===== config.mk =====
export PLATFORM = sky130hd
export DESIGN_NAME = host_cpu_port_ctrl
export DESIGN_NICKNAME = d
export VERILOG_FILES = /design/src/host_port_pkg.sv /design/src/pin_sync.sv /design/src/cycle_timer.sv /design/src/host_cpu_port_ctrl.sv
export SDC_FILE = /design/constraint.sdc
export NUM_CORES = 1
export LEC_CHECK = 0
export BUFFER_PORTS_ARGS = -buffer_cell sky130_fd_sc_hd__buf_2
export CORE_MARGIN = 8
export CORE_UTILIZATION = 40
export CTS_CLUSTER_DIAMETER = 120
export CTS_CLUSTER_SIZE = 30
export DETAILED_ROUTE_END_ITERATION = 12
export HOLD_SLACK_MARGIN = 0.02
export MAX_ROUTING_LAYER = met4
export PLACE_DENSITY = 0.64
export REMOVE_ABC_BUFFERS = 1
export SYNTH_ARGS = -nofsm -noshare
export SYNTH_HDL_FRONTEND = slang
export SYNTH_SLANG_ARGS = --single-unit
export TNS_END_PERCENT = 20

===== constraint.sdc =====
create_clock -name ref_clk -period 3.55 [get_ports ref_clk]
set_clock_uncertainty 0.05 [all_clocks]
set_input_delay 0.71 -clock ref_clk [delete_from_list [all_inputs] [get_ports ref_clk]]
set_output_delay 0.71 -clock ref_clk [all_outputs]
set_load 0.05 [all_outputs]

===== src/host_port_pkg.sv =====
// constants and types for the host-side controller of the word-wide cpu port
// Operation
// - every transfer is a whole 16-bit word; byte-select bit is never driven
// - a 20-bit word address goes out on address lines 20 down to 1
// - space select low reaches registers, high reaches external memory
// - indirect access: load address and write data, then launch by command
// - completion clears the pending bit and may raise an interrupt; host polls
// - after an indirect read the fetched word waits in the data register
// - writing 0001h to the chip reset register starts a software reset
// - the host holds the reset pin low at least 100 ns
// - wait 2 us after reset release, clear reset register, then others
// - program configuration fields before setting any process enable bits
package host_port_pkg;

  localparam int DATA_W = 16;
  localparam int ADDR_W = 20;

  // byte offsets of the device registers
  localparam logic [ADDR_W:0] CHIP_RESET_OFS = 21'h000000;
  localparam logic [ADDR_W:0] MAIN_STATUS_OFS = 21'h000002;
  localparam logic [ADDR_W:0] IND_ADDR_LO_OFS = 21'h000004;
  localparam logic [ADDR_W:0] IND_CMD_OFS = 21'h000006;
  localparam logic [ADDR_W:0] IND_DATA_OFS = 21'h000008;
  localparam logic [ADDR_W:0] IRQ_MASK_OFS = 21'h00000A;

  // word addresses as driven on address lines 20..1
  localparam logic [ADDR_W-1:0] CHIP_RESET_WADDR = CHIP_RESET_OFS[ADDR_W:1];
  localparam logic [ADDR_W-1:0] MAIN_STATUS_WADDR = MAIN_STATUS_OFS[ADDR_W:1];
  localparam logic [ADDR_W-1:0] IND_ADDR_LO_WADDR = IND_ADDR_LO_OFS[ADDR_W:1];
  localparam logic [ADDR_W-1:0] IND_CMD_WADDR = IND_CMD_OFS[ADDR_W:1];
  localparam logic [ADDR_W-1:0] IND_DATA_WADDR = IND_DATA_OFS[ADDR_W:1];
  localparam logic [ADDR_W-1:0] IRQ_MASK_WADDR = IRQ_MASK_OFS[ADDR_W:1];

  // chip reset register values
  localparam logic [DATA_W-1:0] CHIP_RESET_SET = 16'h0001;
  localparam logic [DATA_W-1:0] CHIP_RESET_CLEAR = 16'h0000;

  // indirect command register fields
  localparam int IND_PEND_BIT = 15;
  localparam int IND_READ_BIT = 14;
  localparam int IND_EXT_BIT = 12;
  localparam int IND_UPPER_W = 4;
  localparam int IND_LO_W = 16;

  // timing
  localparam int CLK_PERIOD_NS = 10;
  localparam int RESET_HOLD_NS = 100;
  localparam int RESET_RECOVER_US = 2;
  localparam int NS_PER_US = 1000;
  localparam int RESET_HOLD_CYC = (RESET_HOLD_NS + CLK_PERIOD_NS - 1) / CLK_PERIOD_NS;
  localparam int RESET_RECOVER_CYC =
    (RESET_RECOVER_US * NS_PER_US + CLK_PERIOD_NS - 1) / CLK_PERIOD_NS;
  localparam int TIMER_W = 12;

  // bus timing style strap codes
  localparam logic STYLE_A = 1'b0;
  localparam logic STYLE_B = 1'b1;

  typedef enum logic [3:0] {
    S_HW_LOAD = 4'h0,
    S_HW_RST = 4'h1,
    S_REC_LOAD = 4'h2,
    S_RECOVER = 4'h3,
    S_CLEAR = 4'h4,
    S_IDLE = 4'h5,
    S_ACC = 4'h6,
    S_ACC_END = 4'h7,
    S_IND_LO = 4'h8,
    S_IND_CMD = 4'h9,
    S_IND_POLL = 4'hA,
    S_IND_CHECK = 4'hB,
    S_DONE = 4'hC
  } ctrl_state_t;

endpackage : host_port_pkg


===== src/pin_sync.sv =====
// two-flop synchroniser for pin inputs
`timescale 1ns/1ns
`default_nettype none
module pin_sync #(
  parameter int WIDTH = 1,
  parameter logic [WIDTH-1:0] RESET_VAL = '0
) (
  input wire logic ref_clk,
  input wire logic rst_b,
  input wire logic [WIDTH-1:0] pin,
  output logic [WIDTH-1:0] sync
);

  logic [WIDTH-1:0] stage1;
  logic [WIDTH-1:0] next_stage1;
  logic [WIDTH-1:0] next_sync;

  always_comb begin
    next_stage1 = rst_b ? pin : RESET_VAL;
    next_sync = rst_b ? stage1 : RESET_VAL;
  end

  always_ff @(posedge ref_clk) begin
    stage1 <= next_stage1;
    sync <= next_sync;
  end

endmodule : pin_sync
`default_nettype wire


===== src/cycle_timer.sv =====
// loadable down-counter that flags when it has run out
`timescale 1ns/1ns
`default_nettype none
module cycle_timer #(
  parameter int WIDTH = 12
) (
  input wire logic ref_clk,
  input wire logic rst_b,
  input wire logic load,
  input wire logic [WIDTH-1:0] value,
  output logic done
);

  logic [WIDTH-1:0] count;
  logic [WIDTH-1:0] next_count;

  always_comb begin
    next_count = count;
    if (!rst_b) begin
      next_count = '0;
    end else if (load) begin
      next_count = value;
    end else if (count != '0) begin
      next_count = count - 1'b1;
    end
  end

  always_ff @(posedge ref_clk) begin
    count <= next_count;
  end

  assign done = (count == '0) && !load;

endmodule : cycle_timer
`default_nettype wire


===== src/host_cpu_port_ctrl.sv =====
// host controller that drives the device's word-wide cpu port and reset pin and watches its interrupt pin
`timescale 1ns/1ns
`default_nettype none
module host_cpu_port_ctrl #(
  parameter logic BUS_STYLE = host_port_pkg::STYLE_A,
  parameter int HOLD_CYC = host_port_pkg::RESET_HOLD_CYC,
  parameter int RECOVER_CYC = host_port_pkg::RESET_RECOVER_CYC
) (
  input wire logic ref_clk,
  input wire logic rst_b,
  // user side
  input wire logic cmd_valid,
  output logic cmd_ready,
  input wire logic cmd_write,
  input wire logic cmd_indirect,
  input wire logic cmd_ext,
  input wire logic [host_port_pkg::ADDR_W-1:0] cmd_addr,
  input wire logic [host_port_pkg::DATA_W-1:0] cmd_wdata,
  output logic rsp_valid,
  output logic [host_port_pkg::DATA_W-1:0] rsp_rdata,
  input wire logic hw_reset_req,
  input wire logic sw_reset_req,
  output logic in_reset,
  output logic irq_active,
  // device side
  output logic dev_reset_b,
  output logic bus_style_strap,
  output logic [host_port_pkg::ADDR_W-1:0] cpu_addr,
  output logic external_space_select,
  output logic cpu_sel_b,
  output logic cpu_write,
  output logic [host_port_pkg::DATA_W-1:0] cpu_wdata,
  output logic cpu_data_oe,
  input wire logic [host_port_pkg::DATA_W-1:0] cpu_rdata_pin,
  input wire logic cpu_ready_pin,
  input wire logic irq_b_pin
);

  localparam int DW = host_port_pkg::DATA_W;
  localparam int AW = host_port_pkg::ADDR_W;
  localparam int TW = host_port_pkg::TIMER_W;
  localparam logic [TW-1:0] HOLD_LOAD = TW'(HOLD_CYC);
  localparam logic [TW-1:0] RECOVER_LOAD = TW'(RECOVER_CYC);

  host_port_pkg::ctrl_state_t state;
  host_port_pkg::ctrl_state_t next_state;
  host_port_pkg::ctrl_state_t ret;
  host_port_pkg::ctrl_state_t next_ret;

  logic next_dev_reset_b;
  logic [AW-1:0] next_cpu_addr;
  logic next_space;
  logic next_sel_b;
  logic next_cpu_write;
  logic [DW-1:0] next_cpu_wdata;
  logic next_data_oe;
  logic [DW-1:0] next_rsp_rdata;

  // latched user operation
  logic op_write;
  logic next_op_write;
  logic op_ext;
  logic next_op_ext;
  logic [AW-1:0] op_addr;
  logic [AW-1:0] next_op_addr;

  // access launch request built inside the case
  logic go_acc;
  logic acc_write;
  logic acc_ext;
  logic [AW-1:0] acc_addr;
  logic [DW-1:0] acc_data;

  logic timer_load;
  logic [TW-1:0] timer_value;
  logic timer_done;

  logic ready_sync;
  logic irq_b_sync;
  logic [DW-1:0] rdata_sync;

  pin_sync #(.WIDTH(1), .RESET_VAL(1'b0)) u_ready_sync (
    .ref_clk(ref_clk),
    .rst_b(rst_b),
    .pin(cpu_ready_pin),
    .sync(ready_sync)
  );

  // a floating interrupt pin reads high through the board pull-up
  pin_sync #(.WIDTH(1), .RESET_VAL(1'b1)) u_irq_sync (
    .ref_clk(ref_clk),
    .rst_b(rst_b),
    .pin(irq_b_pin),
    .sync(irq_b_sync)
  );

  pin_sync #(.WIDTH(DW), .RESET_VAL('0)) u_rdata_sync (
    .ref_clk(ref_clk),
    .rst_b(rst_b),
    .pin(cpu_rdata_pin),
    .sync(rdata_sync)
  );

  cycle_timer #(.WIDTH(TW)) u_timer (
    .ref_clk(ref_clk),
    .rst_b(rst_b),
    .load(timer_load),
    .value(timer_value),
    .done(timer_done)
  );

  always_comb begin
    next_state = state;
    next_ret = ret;
    next_dev_reset_b = dev_reset_b;
    next_cpu_addr = cpu_addr;
    next_space = external_space_select;
    next_sel_b = cpu_sel_b;
    next_cpu_write = cpu_write;
    next_cpu_wdata = cpu_wdata;
    next_data_oe = cpu_data_oe;
    next_rsp_rdata = rsp_rdata;
    next_op_write = op_write;
    next_op_ext = op_ext;
    next_op_addr = op_addr;
    go_acc = 1'b0;
    acc_write = 1'b0;
    acc_ext = 1'b0;
    acc_addr = '0;
    acc_data = '0;
    timer_load = 1'b0;
    timer_value = '0;

    unique case (state)
      host_port_pkg::S_HW_LOAD: begin
        next_dev_reset_b = 1'b0;
        timer_load = 1'b1;
        timer_value = HOLD_LOAD;
        next_state = host_port_pkg::S_HW_RST;
      end
      host_port_pkg::S_HW_RST: begin
        // pin stays low until the hold count runs out
        if (timer_done) begin
          next_dev_reset_b = 1'b1;
          next_state = host_port_pkg::S_REC_LOAD;
        end
      end
      host_port_pkg::S_REC_LOAD: begin
        timer_load = 1'b1;
        timer_value = RECOVER_LOAD;
        next_state = host_port_pkg::S_RECOVER;
      end
      host_port_pkg::S_RECOVER: begin
        if (timer_done) begin
          next_state = host_port_pkg::S_CLEAR;
        end
      end
      host_port_pkg::S_CLEAR: begin
        // only the chip reset register is touched until it has been written clear
        go_acc = 1'b1;
        acc_write = 1'b1;
        acc_addr = host_port_pkg::CHIP_RESET_WADDR;
        acc_data = host_port_pkg::CHIP_RESET_CLEAR;
        // nothing else is written on our own; config-before-enable order stays with the user
        next_ret = host_port_pkg::S_IDLE;
      end
      host_port_pkg::S_IDLE: begin
        if (hw_reset_req) begin
          next_state = host_port_pkg::S_HW_LOAD;
        end else if (sw_reset_req) begin
          go_acc = 1'b1;
          acc_write = 1'b1;
          acc_addr = host_port_pkg::CHIP_RESET_WADDR;
          acc_data = host_port_pkg::CHIP_RESET_SET;
          next_ret = host_port_pkg::S_REC_LOAD;
        end else if (cmd_valid) begin
          next_op_write = cmd_write;
          next_op_ext = cmd_ext;
          next_op_addr = cmd_addr;
          if (!cmd_indirect) begin
            // direct access; completion waits on the device ready
            go_acc = 1'b1;
            acc_write = cmd_write;
            acc_ext = cmd_ext;
            acc_addr = cmd_addr;
            acc_data = cmd_wdata;
            next_ret = host_port_pkg::S_DONE;
          end else if (cmd_write) begin
            // write data is staged before the address and launch
            go_acc = 1'b1;
            acc_write = 1'b1;
            acc_addr = host_port_pkg::IND_DATA_WADDR;
            acc_data = cmd_wdata;
            next_ret = host_port_pkg::S_IND_LO;
          end else begin
            next_state = host_port_pkg::S_IND_LO;
          end
        end
      end
      host_port_pkg::S_IND_LO: begin
        go_acc = 1'b1;
        acc_write = 1'b1;
        acc_addr = host_port_pkg::IND_ADDR_LO_WADDR;
        acc_data = op_addr[host_port_pkg::IND_LO_W-1:0];
        next_ret = host_port_pkg::S_IND_CMD;
      end
      host_port_pkg::S_IND_CMD: begin
        go_acc = 1'b1;
        acc_write = 1'b1;
        acc_addr = host_port_pkg::IND_CMD_WADDR;
        acc_data = '0;
        acc_data[host_port_pkg::IND_UPPER_W-1:0] = op_addr[AW-1:host_port_pkg::IND_LO_W];
        acc_data[host_port_pkg::IND_EXT_BIT] = op_ext;
        acc_data[host_port_pkg::IND_READ_BIT] = !op_write;
        acc_data[host_port_pkg::IND_PEND_BIT] = 1'b1;
        next_ret = host_port_pkg::S_IND_POLL;
      end
      host_port_pkg::S_IND_POLL: begin
        go_acc = 1'b1;
        acc_addr = host_port_pkg::IND_CMD_WADDR;
        next_ret = host_port_pkg::S_IND_CHECK;
      end
      host_port_pkg::S_IND_CHECK: begin
        // no new launch until the pending bit reads clear
        if (rsp_rdata[host_port_pkg::IND_PEND_BIT]) begin
          next_state = host_port_pkg::S_IND_POLL;
        end else if (op_write) begin
          next_state = host_port_pkg::S_DONE;
        end else begin
          go_acc = 1'b1;
          acc_addr = host_port_pkg::IND_DATA_WADDR;
          next_ret = host_port_pkg::S_DONE;
        end
      end
      host_port_pkg::S_ACC: begin
        if (ready_sync) begin
          next_rsp_rdata = rdata_sync;
          next_sel_b = 1'b1;
          next_data_oe = 1'b0;
          next_state = host_port_pkg::S_ACC_END;
        end
      end
      host_port_pkg::S_ACC_END: begin
        // the device must drop ready before the next strobe
        if (!ready_sync) begin
          next_state = ret;
        end
      end
      host_port_pkg::S_DONE: begin
        next_state = host_port_pkg::S_IDLE;
      end
      default: begin
        next_state = host_port_pkg::S_HW_LOAD;
      end
    endcase

    if (go_acc) begin
      // whole-word transfer on lines 20..1; no byte select exists
      next_cpu_addr = acc_addr;
      next_space = acc_ext;
      next_sel_b = 1'b0;
      next_cpu_write = acc_write;
      next_cpu_wdata = acc_data;
      next_data_oe = acc_write;
      next_state = host_port_pkg::S_ACC;
    end

    if (!rst_b) begin
      next_state = host_port_pkg::S_HW_LOAD;
      next_ret = host_port_pkg::S_IDLE;
      next_dev_reset_b = 1'b0;
      next_cpu_addr = '0;
      next_space = 1'b0;
      next_sel_b = 1'b1;
      next_cpu_write = 1'b0;
      next_cpu_wdata = '0;
      next_data_oe = 1'b0;
      next_rsp_rdata = '0;
      next_op_write = 1'b0;
      next_op_ext = 1'b0;
      next_op_addr = '0;
    end
  end

  always_ff @(posedge ref_clk) begin
    state <= next_state;
    ret <= next_ret;
    dev_reset_b <= next_dev_reset_b;
    cpu_addr <= next_cpu_addr;
    external_space_select <= next_space;
    cpu_sel_b <= next_sel_b;
    cpu_write <= next_cpu_write;
    cpu_wdata <= next_cpu_wdata;
    cpu_data_oe <= next_data_oe;
    rsp_rdata <= next_rsp_rdata;
    op_write <= next_op_write;
    op_ext <= next_op_ext;
    op_addr <= next_op_addr;
  end

  assign cmd_ready = (state == host_port_pkg::S_IDLE) && !hw_reset_req && !sw_reset_req;
  assign rsp_valid = (state == host_port_pkg::S_DONE);
  assign in_reset = (state == host_port_pkg::S_HW_LOAD) || (state == host_port_pkg::S_HW_RST)
    || (state == host_port_pkg::S_REC_LOAD) || (state == host_port_pkg::S_RECOVER)
    || (state == host_port_pkg::S_CLEAR) || ((state == host_port_pkg::S_ACC ||
    state == host_port_pkg::S_ACC_END) && ret == host_port_pkg::S_REC_LOAD);
  // a low pin means some enabled module request is active
  assign irq_active = !irq_b_sync;
  assign bus_style_strap = BUS_STYLE;

endmodule : host_cpu_port_ctrl
`default_nettype wire


; After elaboration in Yosys (flattened, before gate mapping)
; Index checks and enable logic that the tools add are counted.
[totals]
register_bits = 135
in_bits = 62
output_inout_bits = 62
elab_cells = 163
[op_classes]
addsub = 1
eq_ne = 37
n_mux = 65
n_bitwise = 4
reduce_logical = 35
[ops]
columns = cell, count
row1 = 16-bit two-way mux, 5
row2 = 20-bit two-way mux, 4
row3 = 20-bit case mux with 4 select lines, 1
row4 = 4-bit two-way mux, 18
row5 = 16-bit case mux with 3 select lines, 1
row6 = 4-bit case mux with 10 select lines, 1
row7 = "3-bit inequality test, second input constant", 9
row8 = 1-bit two-way mux, 24
row9 = 12-bit two-way mux, 2
row10 = "4-bit inequality test, second input constant", 6
row11 = 4-bit case mux with 6 select lines, 1
row12 = "4-bit equality test, second input constant", 5
row13 = 10-bit AND reduction, 2
row14 = "4-bit by 3-bit equality test with 1-bit output, second input constant", 4
row15 = 8-bit case mux with 2 select lines, 1
row16 = "4-bit by 2-bit equality test with 1-bit output, second input constant", 3
row17 = 12-bit zero test, 1
row18 = 3-bit two-way mux, 4
row19 = "2-bit inequality test, second input constant", 6
row20 = 12-bit nonzero test, 1
row21 = "12-bit by 1-bit subtractor with 12-bit output, second input constant", 1
row22 = 2-bit nonzero test, 4
row23 = 1-bit logical OR, 6
row24 = 2-bit AND reduction, 3
row25 = other kinds (15), 29

; Logic depth before layout (Yosys ltp)
[depth]
word_depth = 8
depth_mapped = 9
depth_no_buf = 7

; Cells and area by module
; A second synthesis with hierarchy kept.
[unflattened]
hier_cells = 584
area_unflattened_um2 = 5537.8
[by_module_without_submodules]
columns = module, n_inst, cells_each, area_each_um2, seq_area_each_um2
row1 = host_cpu_port_ctrl, 1, 432, 3876.2, 1741.7
row2 = pin_sync (u_rdata_sync), 1, 67, 895.9, 640.6
row3 = cycle_timer, 1, 77, 660.6, 240.2
row4 = pin_sync (u_irq_sync ...), 2, 4, 52.6, 40.0

; Least setup slack after synthesis
; OpenSTA, ideal clock, no wires.
[synth_path]
path_kind = register to output
start = register state[0]
end = output in_reset
arrival_time_ns = 1.798
t_required_ns = 2.790
setup_slack_ns = 0.992
stages_incl_launch_ff = 7
path_buffers = 3
path_cell_list = dfxtp_1 -> buf_2 -> buf_1 -> clkbuf_1 -> o21ai_0 -> a21oi_1 -> nor2_1
[synth_via]
elab_chain_cells = 6
elab_cells_between_ends = 14
classes_between = eq/ne: 6 / reduce/logical: 8
[synth_lines]
columns = item, line
row1 = "start, declared", host_cpu_port_ctrl.sv:45  ; host_port_pkg::ctrl_state_t state;
row2 = "start signal, assigned", host_cpu_port_ctrl.sv:286  ; state <= next_state;
row3 = 4-bit by 1-bit equality test with 1-bit output / 4-bit zero test (equally long branches), host_cpu_port_ctrl.sv:303  ; assign in_reset = (state == host_port_pkg::S_HW_LOAD) || (state == host_port_pkg::S_HW_RST)
row4 = 1-bit logical OR, host_cpu_port_ctrl.sv:303
row5 = 1-bit logical OR (2 in series), host_cpu_port_ctrl.sv:304  ; || (state == host_port_pkg::S_REC_LOAD) || (state == host_port_pkg::S_RECOVER)
row6 = 1-bit logical OR, host_cpu_port_ctrl.sv:305  ; || (state == host_port_pkg::S_CLEAR) || ((state == host_port_pkg::S_ACC ||
row7 = 1-bit logical OR (*), host_cpu_port_ctrl.sv:305
row8 = "end, declared", host_cpu_port_ctrl.sv:23  ; output logic in_reset,
; Every way passes the cells marked *; elsewhere a longest branch is shown, timed or not.

; Worst setup path in the final report
[layout_path]
start = register state[2]
end = register cpu_wdata[9] (netlist bit)
[layout_via]
elab_chain_cells = 3
elab_cells_between_ends = 9
classes_between = eq/ne: 6 / mux: 2 / reduce/logical: 1
[layout_lines]
columns = item, line
row1 = 4-bit by 3-bit equality test with 1-bit output / 4-bit equality test (equally long branches), host_cpu_port_ctrl.sv:134  ; unique case (state)
row2 = 4-bit OR reduction (no source line), --
row3 = 1-bit case mux with 3 select lines, host_cpu_port_ctrl.sv:134
row4 = "end signal, assigned", host_cpu_port_ctrl.sv:293  ; cpu_wdata <= next_cpu_wdata;
row5 = "end, declared", host_cpu_port_ctrl.sv:32  ; output logic [host_port_pkg::DATA_W-1:0] cpu_wdata,
; Several ways; a longest one is shown, not always the timed one.
; A chain may end at the register's enable or synchronous reset.

==> metrics.txt <==
final setup margin=slightly above 0.8 ns; Post-Syn Area=between 5000 and 6000 µm²; met2 usage=a little over a quarter; Final Max Slew Viols=0; Hold Buf Count CTS=0; Flop pwr share=~39%; endpoints failing hold=0; TritonCTS clock tree=built; commonest non-fill, non-tap cells in the layout=135 x dfxtp_1, 122 x buf_2, 111 x nand2_1; final setup fails=0; GPL Wtd Cong=0.844; asr flop ratio synth=0%; total grt overflow=0; Ys Warns=0; worst setup path startpoint=state[2]$_SDFFE_PN0P_; initial antenna violation count=1; GR peak layer=met2; Crit-path slowest cell=or4_1; #FFs+latches synth=135; first-pass GRT wire length=about 22000 µm; drt total wl=between 10000 and 15000 µm; vias in the first global route=4445; Hold Crit Start=u_irq_sync.stage1$_SDFF_PN1_; max-cap violations=0; sw frac=about a third; crit path kind=flip-flop to flip-flop; setup bufs post-CTS=0; routed vias=approximately 4600; adder-cell share of the synthesized area=less than 1%; met1 usage=20.6%; Die X=130 µm; cell row count=41; DR vias/cell=between 5 and 6; CTS root buf=clkbuf_16; DR WL/cell=around 16 µm; Setup crit start kind=flip-flop; CTS H-tree depth=4; Hold WC Path Type=flip-flop to flip-flop; CP peak stage delay=about 0.8 ns; Initial Util=41.0%; nets@finish=approximately 770; unrepaired setup endpoints after global routing=no; cell leakage power=0.00269 µW; Max Fanout on Critical Path=19; CTS buffer count=17; clock sink total=about 140; Pre-Repair DR Iteration Count=5; Critical Path End Type=flip-flop; Mapped Cells=about 590; Core Footprint=between 10000 and 15000 µm²; NetSw=1520 µW; WHS=0.363 ns; Compound-Gate Fraction of Synth Area=17.2%; CTS-repair resized insts=0; met3 Usage GRT=~4.5%; Max clock buf depth=2; clock power share=between 30% and 40%; fraction of the mapped netlist area in simple logic gates=approximately 22%; Slew HR=41.4%; I/O pin cnt=roughly 120; Synth Area in XOR/XNOR=under 10%; DP Worst Slack=about 0.90 ns; Clock transition at path regs=~0.06 ns; dpl cells=about 860; Die H=130 µm; final instance count without filler cells=890; commonest non-fill, non-tap cell in the layout=dfxtp_1; predominant post-synthesis flop cell=dfxtp_1; Area Growth Syn to Fin=25.0%; Overall Global Routing Usage=between 10% and 20%; FMAX=~0.37 GHz; post-synth cell types=54; P_int=3000 µW; pin count of the biggest net entering global routing=48; post-detailed-route count of antenna-violating nets=0; crit-path cells=or3b_4, a21oi_4, a211oi_4, or4_1, o21ai_1; DRC violations left=0; IO Port Bufs=122; Mean Syn Cell Area=between 8 and 9 µm²; hpwl dp=approximately 9800 µm; Worst EP required=between 3 and 4 ns; CP delay by family, top=simple AND/OR/NAND/NOR gates; register area share after synthesis=approximately 52%; Total Power=4520 µW; CP arrival=about 3.0 ns; Clock Latency Late Sink=just over 0.4 ns; starting DRC count in detailed routing=just over 300; worst path bufs/invs=0; main combinational cell family by area after synthesis=simple AND/OR/NAND/NOR gates; share of cells above drive strength 1=between 20% and 30%; pwr dens=696 nW/µm²; run status=finished, final reports clean; setup TNS=0 ns; logic gate share of total power=about 25%; actual slew at the worst max-slew pin=just under 0.9 ns; mux contribution to synthesized area=approximately 2.5%; peak supply drop=roughly 340 µV; number of synthesized flops with an enable pin=0; post-route minimum period=2.72 ns; Worst R2R Start=state[2]$_SDFFE_PN0P_; full die area=between 15000 and 20000 µm²; final period utilization=between 70% and 80%
==> power groups by stage <==
stage	registers (µW)	clock network (µW)	logic, µW
final	1780	1600	1140
after global routing	1800	1710	1260
after CTS	1780	1630	1140
after detailed placement	1810	0	1130
after global placement	1800	0	1100
after floorplan	1850	0	773
==> final timing paths <==
| path | depth (start not counted) | end | slack [ns] |
|---|---|---|---|
| setup reg to reg | 5 | cpu_wdata[9]$_SDFFE_PN0P_ | 0.83 |
| hold reg to reg | 1 | u_irq_sync.sync$_SDFF_PN1_ | 0.36 |
| setup / recovery | 5 | cpu_wdata[9]$_SDFFE_PN0P_ | 0.83 |
| hold / removal | 1 | u_irq_sync.sync$_SDFF_PN1_ | 0.36 |
==> metal layers <==
metal / wire length [µm] / up-vias
met3: 807 / 20
met4: 263 / 0
li1: - / 2252
met2: 6550 / 152
met1: 6200 / 2140
met5: 0 / -
==> logic make-up (layout without fill, tap and decap cells) <==
group	Yosys count	after routing
AO/OA/AOI/OAI	140	140
XOR/XNOR	11	11
adder cells (fa/ha/maj)	2	2
buffers and inverters	50	174
flip-flops	135	135
multiplexers	12	12
other	1	2
AND/OR/NAND/NOR	242	242
==> registers in the layout, summed over array words and instances (netlist names), 12 cells and up <==
| signal | cells |
|---|---|
| rsp_rdata | 16 |
| u_rdata_sync.stage1 | 16 |
| u_rdata_sync.sync | 16 |
| op_addr | 20 |
| u_timer.count | 12 |
| cpu_wdata | 16 |
| cpu_addr | 20 |
==> cells in the mapped netlist, types with 2 or more instances <==
| library cell | count | area share [%] |
|---|---|---|
| dfxtp_1 | 135 | 52 |
| nand2_1 | 111 | 8.0 |
| a21oi_1 | 55 | 5.3 |
| nor2_1 | 45 | 3.3 |
| and2_1 | 35 | 4.2 |
| a22oi_1 | 29 | 4.2 |
| clkbuf_1 | 29 | 2.1 |
| o21ai_0 | 13 | 1.3 |
| inv_1 | 10 | 0.72 |
| o21ai_1 | 10 | 0.96 |
| nand3_1 | 9 | 0.87 |
| nor3_1 | 9 | 0.87 |
| xnor2_1 | 7 | 1.2 |
| buf_2 | 6 | 0.58 |
| mux2_2 | 6 | 1.3 |
| mux2i_1 | 6 | 1.2 |
| nand2b_1 | 6 | 0.72 |
| a211oi_1 | 5 | 0.72 |
| a31oi_1 | 4 | 0.48 |
| a32o_1 | 4 | 0.77 |
| and3_1 | 4 | 0.48 |
| nor2b_1 | 4 | 0.48 |
| nor4_1 | 4 | 0.48 |
| xor2_1 | 4 | 0.67 |
| a21o_1 | 3 | 0.43 |
| a22o_1 | 3 | 0.51 |
| or3_1 | 3 | 0.36 |
| buf_1 | 2 | 0.14 |
| buf_4 | 2 | 0.29 |
| ha_1 | 2 | 0.48 |
| nor4b_1 | 2 | 0.34 |
| o21a_1 | 2 | 0.29 |
| o311ai_0 | 2 | 0.34 |
| or2_2 | 2 | 0.24 |
==> final cells by class <==
class,instances,area (µm²)
repair buffers,132,686
multi-input cells,408,2300
fillers,1208,6180
clock buffers,18,429
well taps,172,215
inverters,10,37.5
flip-flops and latches,135,2700
diodes,1,2.50
clock inverters,14,116
==> metrics by stage <==
stage	util, %	cell area [µm²]
6_report	51.2	6490
5_1_grt	51.2	6490
3_3_place_gp	46.9	5940
4_1_cts	51.2	6490
3_5_place_dp	46.9	5940
2_1_floorplan	-	5020
Power figures use the tool's default switching activity.
